File: src/common/pip_map.vh
`ifndef PIP_MAP_VH
`define PIP_MAP_VH
// register byte offsets
`define PIP_MASK_OFS 12'h0_000
`define PIP_VECT_OFS 12'h0_004
`define PIP_TRIG_OFS 12'h0_008
`define PIP_PEND_OFS 12'h0_00C
`define PIP_CTRL_OFS 12'h0_040
// control register field positions
`define PIP_LVL_HI 7
`define PIP_LVL_LO 5
`define PIP_PEND_BIT 3
// source count and vector table
`define PIP_NSRC 19
`define PIP_VEC_BASE 16'h0094
`define PIP_VEC_STEP 16'h0004
// reset values and the disabled level
`define PIP_LVL_RST 3'h7
`define PIP_MASK_RST 3'h0
`define PIP_LVL_OFF 3'h7
`endif

File: src/hw/pip_icu.v
`timescale 1ns/1ps
`include "pip_map.vh"

// ==========================================
// design notes
// - one request to the cpu at a time: once raised it freezes the winner,
//   so the readout and next mask cannot move under a handler's feet
// - arbitration is a plain combinational scan of 19 sources; cheap at
//   this size, and it keeps the answer one edge after pending is seen
// - the next mask is the accepted level, so equal or higher levels stay
//   blocked until software restores the saved mask
// - a vector read with no request raised is harmless: nothing clears
// - level sources cannot be cleared by software or by the vector read;
//   they stay pending while their input is high, by intent
// - the break path has no mask and no enable, only an edge detector;
//   its history flop resets high so no false edge follows reset
// - apb answers with no wait state; read data is a flop loaded in the setup phase
// - unmapped addresses answer with an error and change nothing

module pip_icu (
   // apb slave
   input wire pclk,
   input wire presetn,
   input wire psel,
   input wire penable,
   input wire pwrite,
   input wire [11:0] paddr,
   input wire [31:0] pwdata,
   output reg [31:0] prdata,
   output reg pready,
   output reg pslverr,
   // peripheral requests, synchronous to pclk
   input wire [18:0] periph_req,
   input wire system_break_input_n,
   // to cpu core
   output reg external_interrupt_request,
   output reg system_break_irq
);

// ==========================================
// register state
reg [2:0] lvl_reg [0:18];
reg [18:0] pend_reg;
reg [18:0] trig_level_reg;
reg [2:0] accept_mask_level;
reg [15:0] vector_readout;
reg [4:0] acc_idx_reg;
reg [2:0] next_mask_reg;
reg brk_prev_reg;

// ==========================================
// bus decode
wire setup_ph = psel & ~penable;
wire done = psel & penable & pready;
wire wr_done = done & pwrite;
wire rd_done = done & ~pwrite;
wire mask_wr = wr_done && (paddr == `PIP_MASK_OFS);
wire vect_rd = rd_done && (paddr == `PIP_VECT_OFS) && external_interrupt_request;

// control register index for an address, 31 when not a control register
function [4:0] ctrl_index;
   input [11:0] a;
   begin
      if (a >= `PIP_CTRL_OFS && a < `PIP_CTRL_OFS + 12'h04C && a[1:0] == 2'b00) begin
         ctrl_index = a[6:2] - 5'd16;
      end else begin
         ctrl_index = 5'd31;
      end
   end
endfunction

wire [4:0] sel_idx = ctrl_index(paddr);

// ==========================================
// arbitration: best level first, then fixed order
reg [2:0] best_lvl;
reg [4:0] best_idx;
reg any_req;
integer i;
always @* begin
   best_lvl = `PIP_LVL_OFF;
   best_idx = 5'd0;
   any_req = 1'b0;
   for (i = `PIP_NSRC - 1; i >= 0; i = i - 1) begin
      // level 7 is never a candidate
      if (pend_reg[i] && lvl_reg[i] != `PIP_LVL_OFF && lvl_reg[i] <= best_lvl) begin
         best_lvl = lvl_reg[i]; // keep lowest level
         best_idx = i[4:0]; // downward scan lets lower address win ties
         any_req = 1'b1;
      end
   end
end

// winner must be numerically below mask
wire accept = any_req && (best_lvl < accept_mask_level) && !external_interrupt_request;

// ==========================================
// pending bits and control registers
genvar g;
generate
   for (g = 0; g < `PIP_NSRC; g = g + 1) begin : g_src
      wire sw_wr = wr_done && (sel_idx == g);
      always @(posedge pclk or negedge presetn) begin
         if (!presetn) begin
            lvl_reg[g] <= `PIP_LVL_RST;
            pend_reg[g] <= 1'b0;
         end else begin
            if (sw_wr) begin
               lvl_reg[g] <= pwdata[`PIP_LVL_HI:`PIP_LVL_LO];
            end
            if (trig_level_reg[g]) begin
               pend_reg[g] <= periph_req[g]; // follows input, writes ignored
            end else if (sw_wr) begin
               pend_reg[g] <= pwdata[`PIP_PEND_BIT]; // software write wins over set
            end else if (vect_rd && acc_idx_reg == g) begin
               pend_reg[g] <= 1'b0; // vector read clear wins over set
            end else if (periph_req[g]) begin
               pend_reg[g] <= 1'b1; // hardware set
            end
         end
      end
   end
endgenerate

// ==========================================
// request to cpu, mask and vector readout
always @(posedge pclk or negedge presetn) begin
   if (!presetn) begin
      external_interrupt_request <= 1'b0;
      accept_mask_level <= `PIP_MASK_RST;
      vector_readout <= 16'h0000;
      acc_idx_reg <= 5'd0;
      next_mask_reg <= `PIP_MASK_RST;
      trig_level_reg <= 19'h0_0000;
   end else begin
      if (wr_done && paddr == `PIP_TRIG_OFS) begin
         trig_level_reg <= pwdata[18:0];
      end
      if (mask_wr) begin
         accept_mask_level <= pwdata[2:0];
         external_interrupt_request <= 1'b0; // re-arm
      end else if (vect_rd) begin
         accept_mask_level <= next_mask_reg;
         external_interrupt_request <= 1'b0; // re-arm
      end else if (accept) begin
         external_interrupt_request <= 1'b1;
         acc_idx_reg <= best_idx;
         next_mask_reg <= best_lvl;
         // low half of entry address
         vector_readout <= `PIP_VEC_BASE + {11'h000, best_idx} * `PIP_VEC_STEP;
      end
   end
end

// ==========================================
// break input: pulse on falling edge, no mask applies
always @(posedge pclk or negedge presetn) begin
   if (!presetn) begin
      brk_prev_reg <= 1'b1;
      system_break_irq <= 1'b0;
   end else begin
      brk_prev_reg <= system_break_input_n;
      system_break_irq <= brk_prev_reg & ~system_break_input_n;
   end
end

// ==========================================
// apb answer: no wait state, read data comes from a flop loaded in the setup phase
always @(posedge pclk or negedge presetn) begin
   if (!presetn) begin
      pready <= 1'b0;
      prdata <= 32'h0000_0000;
      pslverr <= 1'b0;
   end else begin
      pready <= setup_ph;
      pslverr <= 1'b0;
      prdata <= 32'h0000_0000;
      if (setup_ph) begin
         if (paddr == `PIP_MASK_OFS) begin
            prdata <= {29'h0000_0000, accept_mask_level};
         end else if (paddr == `PIP_VECT_OFS) begin
            prdata <= {16'h0000, vector_readout};
         end else if (paddr == `PIP_TRIG_OFS) begin
            prdata <= {13'h0000, trig_level_reg};
         end else if (paddr == `PIP_PEND_OFS) begin
            prdata <= {13'h0000, pend_reg};
         end else if (sel_idx != 5'd31) begin
            prdata <= {24'h00_0000, lvl_reg[sel_idx], 1'b0, pend_reg[sel_idx], 3'b000};
         end else begin
            pslverr <= 1'b1; // unmapped address
         end
      end
   end
end

endmodule // pip_icu

File: config.mk
export PLATFORM = sky130hd
export DESIGN_NAME = pip_icu
export DESIGN_NICKNAME = d
export VERILOG_FILES = /design/src/hw/pip_icu.v
export VERILOG_INCLUDE_DIRS = /design/src /design/src/common
export SDC_FILE = /design/constraint.sdc
export NUM_CORES = 1
export LEC_CHECK = 0
export ABC_AREA = 1
export BUFFER_PORTS_ARGS = -buffer_cell sky130_fd_sc_hd__buf_2
export CAP_MARGIN = 20
export CORE_UTILIZATION = 25
export CTS_BUF_LIST = sky130_fd_sc_hd__clkbuf_4 sky130_fd_sc_hd__clkbuf_8
export DETAILED_ROUTE_END_ITERATION = 10
export GPL_ROUTABILITY_DRIVEN = 0
export PLACE_DENSITY = 0.45
export REMOVE_ABC_BUFFERS = 1
export SLEW_MARGIN = 30
export SYNTH_ARGS = -nofsm -noshare
export SYNTH_HDL_FRONTEND = slang
export SYNTH_SLANG_ARGS = --single-unit
File: constraint.sdc
create_clock -name pclk -period 23.4 [get_ports pclk]
set_input_delay 2.34 -clock pclk [delete_from_list [all_inputs] [get_ports pclk]]
set_output_delay 2.34 -clock pclk [all_outputs]
set_load 0.02 [all_outputs]
Word-level counts from Yosys, hierarchy flattened
Cells that the tools add are included.
{ "op_classes": {"n_lt_le_gt_ge": 24, "mux": 156, "eq_ne": 59, "add_sub_neg": 2, "bitwise": 12, "n_reduce_logical": 111} }
{ "op_table": {"columns": ["op", "count"], "rows": [
  ["$mux W1", 105],
  ["$mux W5", 20],
  ["$mux W19", 5],
  ["$logic_and A1 B1 Y1", 84],
  ["$eq A5 B4 Y1 const B", 16],
  ["$reduce_bool A4 Y1", 19],
  ["$mux W3", 23],
  ["$ne A3 B3 Y1 const B", 19],
  ["$le A3 B3 Y1", 18],
  ["$eq A5 B3 Y1 const B", 8],
  ["$eq A5 B5 Y1 const B", 6],
  ["$eq A12 B4 Y1 const B", 2],
  ["$eq A5 B2 Y1 const B", 4],
  ["$bmux W3 S5", 1],
  ["$eq A12 B3 Y1 const B", 1],
  ["$ge A12 B7 Y1 const B", 1],
  ["$logic_not A12 Y1", 1],
  ["$lt A12 B8 Y1 const B", 1],
  ["$eq A5 B1 Y1 const B", 2],
  ["$logic_not A5 Y1", 2],
  ["$add A8 B7 Y9 const A", 1],
  ["$mux W8", 1],
  ["$and A1 B1 Y1", 6],
  ["$ge A6 B6 Y1 const B", 1],
  ["other kinds (13)", 17]
]} }
{ "totals": {"word_cells": 413, "ff_bits": 159} }

Logic depth before layout (Yosys ltp)
Gate-level depths: netlist of the first run.
{ "depth": {"word_depth": 64, "ltp_mapped": 160, "depth_no_buf": 159} }

Worst setup path before layout of the first run
No wires, ideal clock.
{ "synth_path": {"path_kind": "reg-to-reg", "start": "reg lvl_reg[3] in the netlist's numbering", "end": "reg acc_idx_reg[2]", "n_path_buf": 1, "t_arrival_ns": 19.587, "path_stages_with_launch": 143, "setup_ns": 0.066, "slack_ns": 3.747, "required_time_ns": 23.334, "path_cell_list": "dfstp_2 -> inv_1 -> ha_1 -> o21ai_0 -> nand3_2 -> nand2_2 -> inv_1 -> o21ai_0 -> inv_1 -> ha_1 -> o21ai_0 -> nand3_2 -> nand2_2 -> nand2_1 -> o21ai_0 -> ha_1 -> nor2_1 -> nor2_1 -> [107 not listed] -> o21ai_0 -> nand2_1 -> o311ai_1 -> o21ai_0 -> ha_1 -> a21oi_1 -> o21ai_0 -> nand2_1 -> nand2_1 -> a31oi_1 -> o21ai_0 -> ha_1 -> a21oi_1 -> nand3_1 -> a21oi_1 -> clkbuf_1 -> nand3_1 -> nand2_1"} }
{ "synth_via": {"elab_chain_cells": 59, "elab_cells_between_ends": 96, "cone_classes": "order compare (19); eq/ne (1); mux (54); reduce/logical (22)"} }
{ "synth_rtl": {"columns": ["element", "line", "rtl"], "rows": [
  ["from (decl)", "pip_icu.v:42", "reg [2:0] lvl_reg [0:18];"],
  ["from (signal, indexed assignment)", "pip_icu.v:105", "lvl_reg[g] <= `PIP_LVL_RST;"],
  ["from (signal, indexed assignment)", "pip_icu.v:109", "lvl_reg[g] <= pwdata[`PIP_LVL_HI:`PIP_LVL_LO];"],
  ["parallel branches: the longest is 3 deep, another holds $le A3 B3 Y1", null, null],
  ["$mux W3 (*)", "pip_icu.v:86", "if (pend_reg[i] && lvl_reg[i] != `PIP_LVL_OFF && lvl_reg[i] <= best_lvl) begin"],
  ["$le A3 B3 Y1", "pip_icu.v:86", null],
  ["$logic_and A1 B1 Y1", "pip_icu.v:86", null],
  ["$mux W3 (*)", "pip_icu.v:86", null],
  ["$le A3 B3 Y1", "pip_icu.v:86", null],
  ["$logic_and A1 B1 Y1", "pip_icu.v:86", null],
  ["$mux W3 (*)", "pip_icu.v:86", null],
  ["[41 not listed]", null, null],
  ["$mux W3 (*)", "pip_icu.v:86", null],
  ["$le A3 B3 Y1", "pip_icu.v:86", null],
  ["$logic_and A1 B1 Y1", "pip_icu.v:86", null],
  ["$mux W3 (*)", "pip_icu.v:86", null],
  ["named net best_lvl[2]", "pip_icu.v:76", "reg [2:0] best_lvl;"],
  ["$lt A3 B3 Y1 (*)", "pip_icu.v:95", "wire accept = any_req && (best_lvl < accept_mask_level) && !external_interrupt_request;"],
  ["$logic_and A1 B1 Y1 (*) (2 in series)", "pip_icu.v:95", null],
  ["$reduce_and A3 Y1 (no line) (*)", null, null],
  ["to (signal assigned)", "pip_icu.v:147", "acc_idx_reg <= best_idx;"],
  ["to (decl)", "pip_icu.v:47", "reg [4:0] acc_idx_reg;"]
]} }
Mark *: on every way through the listed nets, which the timed path passes.
A chain may end at the register's enable or synchronous reset.

Worst setup path in the final report of the first run
{ "layout_path": {"start": "reg lvl_reg[0] in the netlist's numbering", "end": "reg vector_readout[2]"} }
{ "layout_via": {"elab_chain_cells": 62, "elab_cells_between_ends": 101, "cone_classes": "add/sub (1); order compare (20); eq/ne (1); mux (56); reduce/logical (23)"} }
{ "layout_rtl": {"columns": ["element", "line", "rtl"], "rows": [
  ["parallel branches: the longest is 3 deep, another holds $le A3 B3 Y1", null, null],
  ["$mux W3 (*)", "pip_icu.v:86", null],
  ["$le A3 B3 Y1", "pip_icu.v:86", null],
  ["$logic_and A1 B1 Y1", "pip_icu.v:86", null],
  ["$mux W3 (*)", "pip_icu.v:86", null],
  ["$le A3 B3 Y1", "pip_icu.v:86", null],
  ["$logic_and A1 B1 Y1", "pip_icu.v:86", null],
  ["$mux W3 (*)", "pip_icu.v:86", null],
  ["[44 not listed]", null, null],
  ["$mux W3 (*)", "pip_icu.v:86", null],
  ["$le A3 B3 Y1", "pip_icu.v:86", null],
  ["$logic_and A1 B1 Y1", "pip_icu.v:86", null],
  ["$mux W3 (*)", "pip_icu.v:86", null],
  ["named net best_lvl[2]", "pip_icu.v:76", null],
  ["$lt A3 B3 Y1 (*)", "pip_icu.v:95", null],
  ["$logic_and A1 B1 Y1 (*) (2 in series)", "pip_icu.v:95", null],
  ["$reduce_and A3 Y1 (no line) (*)", null, null],
  ["to (signal assigned)", "pip_icu.v:150", "vector_readout <= `PIP_VEC_BASE + {11'h000, best_idx} * `PIP_VEC_STEP;"],
  ["to (decl)", "pip_icu.v:46", "reg [15:0] vector_readout;"]
]} }
Marks and branches as above.

==> flow_summary.ini, run 1 <==
[final_layout]
multi_input_area_um2 = 4856
largest_register_ffs = 57
final_cell_mix = 267 x nand2_1, 168 x inv_1, 117 x o21ai_0
syn_to_final_growth_pct = 15.93
n_antenna_cell = 0
fin_util_pct = 29.42
regArea_um2 = 3501
fin_area_um2 = 10440
final_common_cell = nand2_1
nNetsFinal = 1398
drive_gt1_share_pct = 19.52
fill_cells = 3876

[status]
status = complete, no violations

[logic_synthesis]
yosysWarnings = 0
ys_types = 48
synth_ff_type = dfrtp_1
synth_area_um2 = 9004
ys_seq_area_share_pct = 38.88
netlist_instances = 1199
avgSynthCellArea_um2 = 7.509
synth-seq-cells = 137
synth-edff-count = 0
async_flop_share_pct = 100.0

[setup_path]
crit_path_top_delay_cell = dfstp_2
r2r-start = lvl_reg[0]
start_kind = flip-flop
critical-path-max-stage-delay_ns = 0.55
critPathRequiredTime_ns = 23.77
critPathArrivalTime_ns = 21.73
reg2reg_to = vector_readout[2]
crit_type = flip-flop to flip-flop
crit_top_cell = nand2_1
startpoint = lvl_reg[0]
critPathCapture = vector_readout[2]
reg2reg_slack_ns = 2.04
cp-end-kind = flip-flop
rr_worst_depth = 150
worstPathMaxFanout = 15

[sta]
finalCritPeriodShare_pct = 91.28
hold_viol = 0
fmax_mhz = 46.82
tightest_slew_ns = 0.9190
setup_viol = 0
period_needed_ns = 21.36
max_slew_margin_pct = 38.51
finClkSkew_ns = 0.02209
drv_slew = 0

[cts]
clk_pin_slew_ns = 0.09
cts-htree-levels = 4
insertion_delay_ns = 0.49
tritoncts = yes
hold_buffers = 0
numCtsBuffers = 17
cts.path.max_buffers = 2
clock_sinks = 137
cts_root_buffer = clkbuf_8

[floorplan]
core.rowCount = 69
die_w_um = 191.8
die_area_um2 = 36780
die_h_um = 191.8
initial_core_util_pct = 25.37
coreArea_um2 = 35480
ios = 105

[grt]
groute.usage.overall_pct = 17.91
antenna_found_initial = 0
grt_overflow_total = 0
grt_pass1_vias = 8147
grt_max_degree = 88
grt_pass1_wl_um = 48830

[detailed_routing]
highest_layer = met4
postRouteAntennaNets = 0
wl_met1_um = 15320
route.met2.wl_um = 14400
wl_met3_um = 1614
totalWireLength_um = 31890
drt_iter0_markers = 644
dr.pass1.iters = 5
wl_per_cell_um = 18.10
vias = 8540
drc = 0
viasPerCell = 4.847

[pwr]
p_int_mw = 0.3528
clkPwrFrac_pct = 40.8
power_frac_seq_pct = 47.6
p_comb_share_pct = 11.6
p_leak_nw = 4.799
peakVddDrop_v = 0.00003550
power_density_nw_per_um2 = 48.16
p_sw_share_pct = 29.81
p_switching_mw = 0.1498

[placed_design]
placed_cell_area_um2 = 9920
io_buffers = 78
dp_hpwl_um = 23760

[worst_hold_path]
hold_class = flip-flop to flip-flop

[run]
drv_cap = 0
[per-layer routing]
layer	GRT usage, %	up-vias
met5	0	-
met4	5.037	0
met3	2.686	34
met2	28.09	250
met1	25.31	4048
li1	-	4208
[Yosys cell counts, drive strengths merged (10+ instances only)]
cell type  instances  share of area, %
a211oi            10              0.83
a21oi             52               2.9
a22oi             10              0.83
buf               16               1.3
clkbuf            14              0.58
dfrtp             79                22
dfstp             58                17
ha                41               5.7
inv              169               7.0
nand2            297                13
nand3             73               5.0
nor2             104               4.3
nor3              11              0.61
o21ai            137               7.7
o221ai            14               1.4
o22ai             23               1.6
o31ai             13               1.1
[power by group through the flow]
stage	clock (mW)	combinational (mW)	sequential, mW
after floorplan	0	0.0334	0.244
after global placement	0	0.0561	0.243
after detailed placement	0	0.0567	0.243
after CTS	0.211	0.0570	0.239
after global routing	0.220	0.0654	0.239
final	0.205	0.0582	0.239
[area by class of cell]
class	count	share of cell area, %
inverters	170	6.114
clock inverters	14	1.427
flip-flops and latches	137	33.54
multi-input cells	874	46.52
well taps	461	5.526
repair buffers	88	4.555
clock buffers	18	2.314
[timing repair]
item | CTS | global route
buffers inserted | 0 | 2
endpoints found under the setup margin | 0 | 16
endpoints found under the hold margin | 0 | 0
gates resized for setup | 0 | 22
[worst max-delay path, delay by kind of cell (launching register included)]
family | cells | cell delay (ns)
and+or+nand+nor | 70 | 6.73
AOI/OAI and AO/OA | 47 | 6.96
DFF | 1 | 0.55
adders and majority gates | 19 | 5.44
buffers and inverters | 14 | 1.52
[cells by family (layout without fill, tap and decap cells)]
family	Yosys count	after routing	synth area share [%]
and+or+nand+nor	503	503	24.58
AOI/OAI and AO/OA	307	307	20.61
buffers and inverters	200	290	9.005
DFF	137	137	38.88
adders and majority gates	41	41	5.698
muxes	8	8	0.9867
xor gates and xnor gates	2	2	0.1946
other	1	13	0.04165
[worst min path at each step]
stage | endpoint | start | cells after the start | slack [ns]
2_1_floorplan | vector_readout[7] | vector_readout[7] | 2 | 0.42
3_5_place_dp | vector_readout[7] | vector_readout[7] | 2 | 0.44
4_1_cts | system_break_irq | brk_prev_reg | 2 | 0.47
6_report | vector_readout[7] | vector_readout[7] | 2 | 0.46
5_1_grt | system_break_irq | brk_prev_reg | 2 | 0.48
3_3_place_gp | vector_readout[7] | vector_readout[7] | 2 | 0.44
[through the flow]
stage / instances / power, mW / hold WS (ns) / TNS [ns] / setup WS, ns
floorplan: 1181 / 0.2770 / 0.4229 / 0 / 3.540
detailed placement: 1728 / 0.3002 / 0.4450 / 0 / 0.7226
global placement: 1728 / 0.2995 / 0.4359 / 0 / 0.5681
global route: 1762 / 0.5250 / 0.4848 / -0.07156 / -0.02818
CTS: 1760 / 0.5074 / 0.4660 / 0 / 0.6372
finish: 1762 / 0.5026 / 0.4613 / 0 / 2.039
No activity file was read; power rests on OpenSTA's default activity.
==> run 2: changes to the inputs <==
--- a/config.mk
+++ b/config.mk
@@ -9,11 +9,13 @@
 export ABC_AREA = 1
 export BUFFER_PORTS_ARGS = -buffer_cell sky130_fd_sc_hd__buf_2
 export CAP_MARGIN = 20
+export CELL_PAD_IN_SITES_DETAIL_PLACEMENT = 1
+export CELL_PAD_IN_SITES_GLOBAL_PLACEMENT = 2
 export CORE_UTILIZATION = 25
 export CTS_BUF_LIST = sky130_fd_sc_hd__clkbuf_4 sky130_fd_sc_hd__clkbuf_8
 export DETAILED_ROUTE_END_ITERATION = 10
 export GPL_ROUTABILITY_DRIVEN = 0
-export PLACE_DENSITY = 0.45
+export PLACE_DENSITY = 0.66
 export REMOVE_ABC_BUFFERS = 1
 export SLEW_MARGIN = 30
 export SYNTH_ARGS = -nofsm -noshare
==> constraint.sdc (replaced) <==
create_clock -name pclk -period 27.5 [get_ports pclk]
set_input_delay 2.75 -clock pclk [delete_from_list [all_inputs] [get_ports pclk]]
set_output_delay 2.75 -clock pclk [all_outputs]
set_load 0.02 [all_outputs]
==> run 2 against run 1 <==
First-iteration DRC count fell by 32%. Critical path depth is 5 lower. Clock skew down 0.0092 ns. Global-route usage grew 1.8 points. Non-clock buffer count rose by 1. Critical path type unchanged.
==> flow_summary.ini, run 2 (synthesis gave the netlist of run 1 again) <==
[sta]
max_slew_margin_pct = 35.24
fin_tns_setup_ns = 0
setup_slack_ns = 4.011
fmax_mhz = 42.57
drv_slew = 0
period_needed_ns = 23.49
rsz0062_at_grt = false
finClkSkew_ns = 0.01294
finalCritPeriodShare_pct = 85.41
setup_viol = 0
hold_viol = 0
tightest_slew_ns = 0.9679

[final_layout]
drive_gt1_share_pct = 18.74
final_common_cell = nand2_1
final_cell_mix = 267 x nand2_1, 168 x inv_1, 122 x o21ai_0
largest_register_ffs = 57
fill_cells = 4356
fin_cells = 1763
syn_to_final_growth_pct = 15.62
nNetsFinal = 1399
n_antenna_cell = 0

[pwr]
power_density_nw_per_um2 = 44.14
p_int_mw = 0.3286
p_switching_mw = 0.1309
p_sw_share_pct = 28.49
p_leak_nw = 4.666
clkPwrFrac_pct = 45.1
power_frac_seq_pct = 44.3
peakVddDrop_v = 0.00002845
p_comb_share_pct = 10.6

[setup_path]
crit_buf_inv = 14
crit_type = flip-flop to flip-flop
r2r-start = lvl_reg[0]
critPathCapture = acc_idx_reg[2]
cp-end-kind = flip-flop
reg2reg_slack_ns = 4.01
reg2reg_to = acc_idx_reg[2]
crit_top_cell = nand2_1
crit_family = compound AO/OA/AOI/OAI gates
startpoint = lvl_reg[0]
rr_worst_depth = 145
critPathRequiredTime_ns = 27.88
start_kind = flip-flop
worstPathMaxFanout = 15
crit_path_top_delay_cell = dfstp_2
critical-path-max-stage-delay_ns = 0.55
path_depth = 145
critPathArrivalTime_ns = 23.86

[cts]
hold_buffers = 0
cts-htree-levels = 4
insertion_delay_ns = 0.48
post-cts-setup-buffer-count = 0
numCtsBuffers = 17
clk_pin_slew_ns = 0.09
cts_root_buffer = clkbuf_8
cts_resized = 0
tritoncts = yes
clock_sinks = 137
cts.path.max_buffers = 2

[detailed_routing]
viasPerCell = 4.918
drt_iter0_markers = 437
postRouteAntennaNets = 0
drc = 0
vias = 8670
totalWireLength_um = 34670
wl_per_cell_um = 19.66
dr.pass1.iters = 4

[grt]
grt_pass1_wl_um = 53390
grt_overflow_total = 0
antenna_found_initial = 0
grt_max_degree = 90
grt_pass1_vias = 8748
groute.usage.overall_pct = 19.68

[floorplan]
ios = 105
initial_core_util_pct = 25.37
die_h_um = 191.8
die_area_um2 = 36780
core.rowCount = 69
die_w_um = 191.8
coreArea_um2 = 35480

[status]
status = complete, no violations

[placed_design]
dp_hpwl_um = 26310
dp.cells = 1731
dp_slack_ns = 4.008
io_buffers = 78

[worst_hold_path]
hold_class = flip-flop to flip-flop

[run]
drv_cap = 0
[run 2: worst reg2reg max path: cells and delay by family, from the launching register on]
kind	cells	cell delay (ns)
adder cells (fa/ha/maj)	19	5.57
flip-flops	1	0.55
AND/OR/NAND/NOR	66	6.36
buffers and inverters	14	2.07
AO/OA/AOI/OAI	46	8.85
[run 2: cell type report]
| type | instances | area (um2) | area share (%) |
|---|---|---|---|
| multi-input cells | 874 | 4745 | 45.58 |
| flip-flops and latches | 137 | 3501 | 33.63 |
| inverters | 170 | 638.1 | 6.130 |
| well taps | 461 | 576.8 | 5.541 |
| repair buffers | 89 | 481.7 | 4.627 |
| clock buffers | 18 | 247.7 | 2.380 |
| clock inverters | 14 | 220.2 | 2.115 |
[run 2: power by group through the flow]
stage | Clock, mW | Sequential [mW] | Combinational, mW
floorplan | 0 | 0.207 | 0.0284
global placement | 0 | 0.207 | 0.0488
detailed placement | 0 | 0.207 | 0.0497
CTS | 0.212 | 0.204 | 0.0499
global route | 0.219 | 0.204 | 0.0555
finish | 0.207 | 0.204 | 0.0488
[run 2: routing by layer]
| layer | wire length, um | GRT usage, % |
|---|---|---|
| met5 | 0 | 0 |
| met4 | 310 | 3.694 |
| met3 | 1283 | 3.399 |
| met2 | 16200 | 32.28 |
| met1 | 16870 | 27.05 |
[run 2: worst min path at each step]
stage	startpoint	to	slack (ns)	depth (start not counted)
2_1_floorplan	vector_readout[7]	vector_readout[7]	0.42	2
5_1_grt	brk_prev_reg	system_break_irq	0.49	2
3_5_place_dp	vector_readout[7]	vector_readout[7]	0.45	2
6_report	brk_prev_reg	system_break_irq	0.46	2
3_3_place_gp	vector_readout[7]	vector_readout[7]	0.44	2
4_1_cts	brk_prev_reg	system_break_irq	0.47	2
[run 2: through the flow]
step	util [%]	instance area, um2	power [mW]	hold WS, ns
after floorplan	-	8876	0.2357	0.4229
after global placement	27.99	9932	0.2560	0.4442
after detailed placement	27.99	9932	0.2569	0.4511
after CTS	29.31	10400	0.4657	0.4684
after global routing	29.34	10410	0.4782	0.4874
final	29.34	10410	0.4595	0.4635
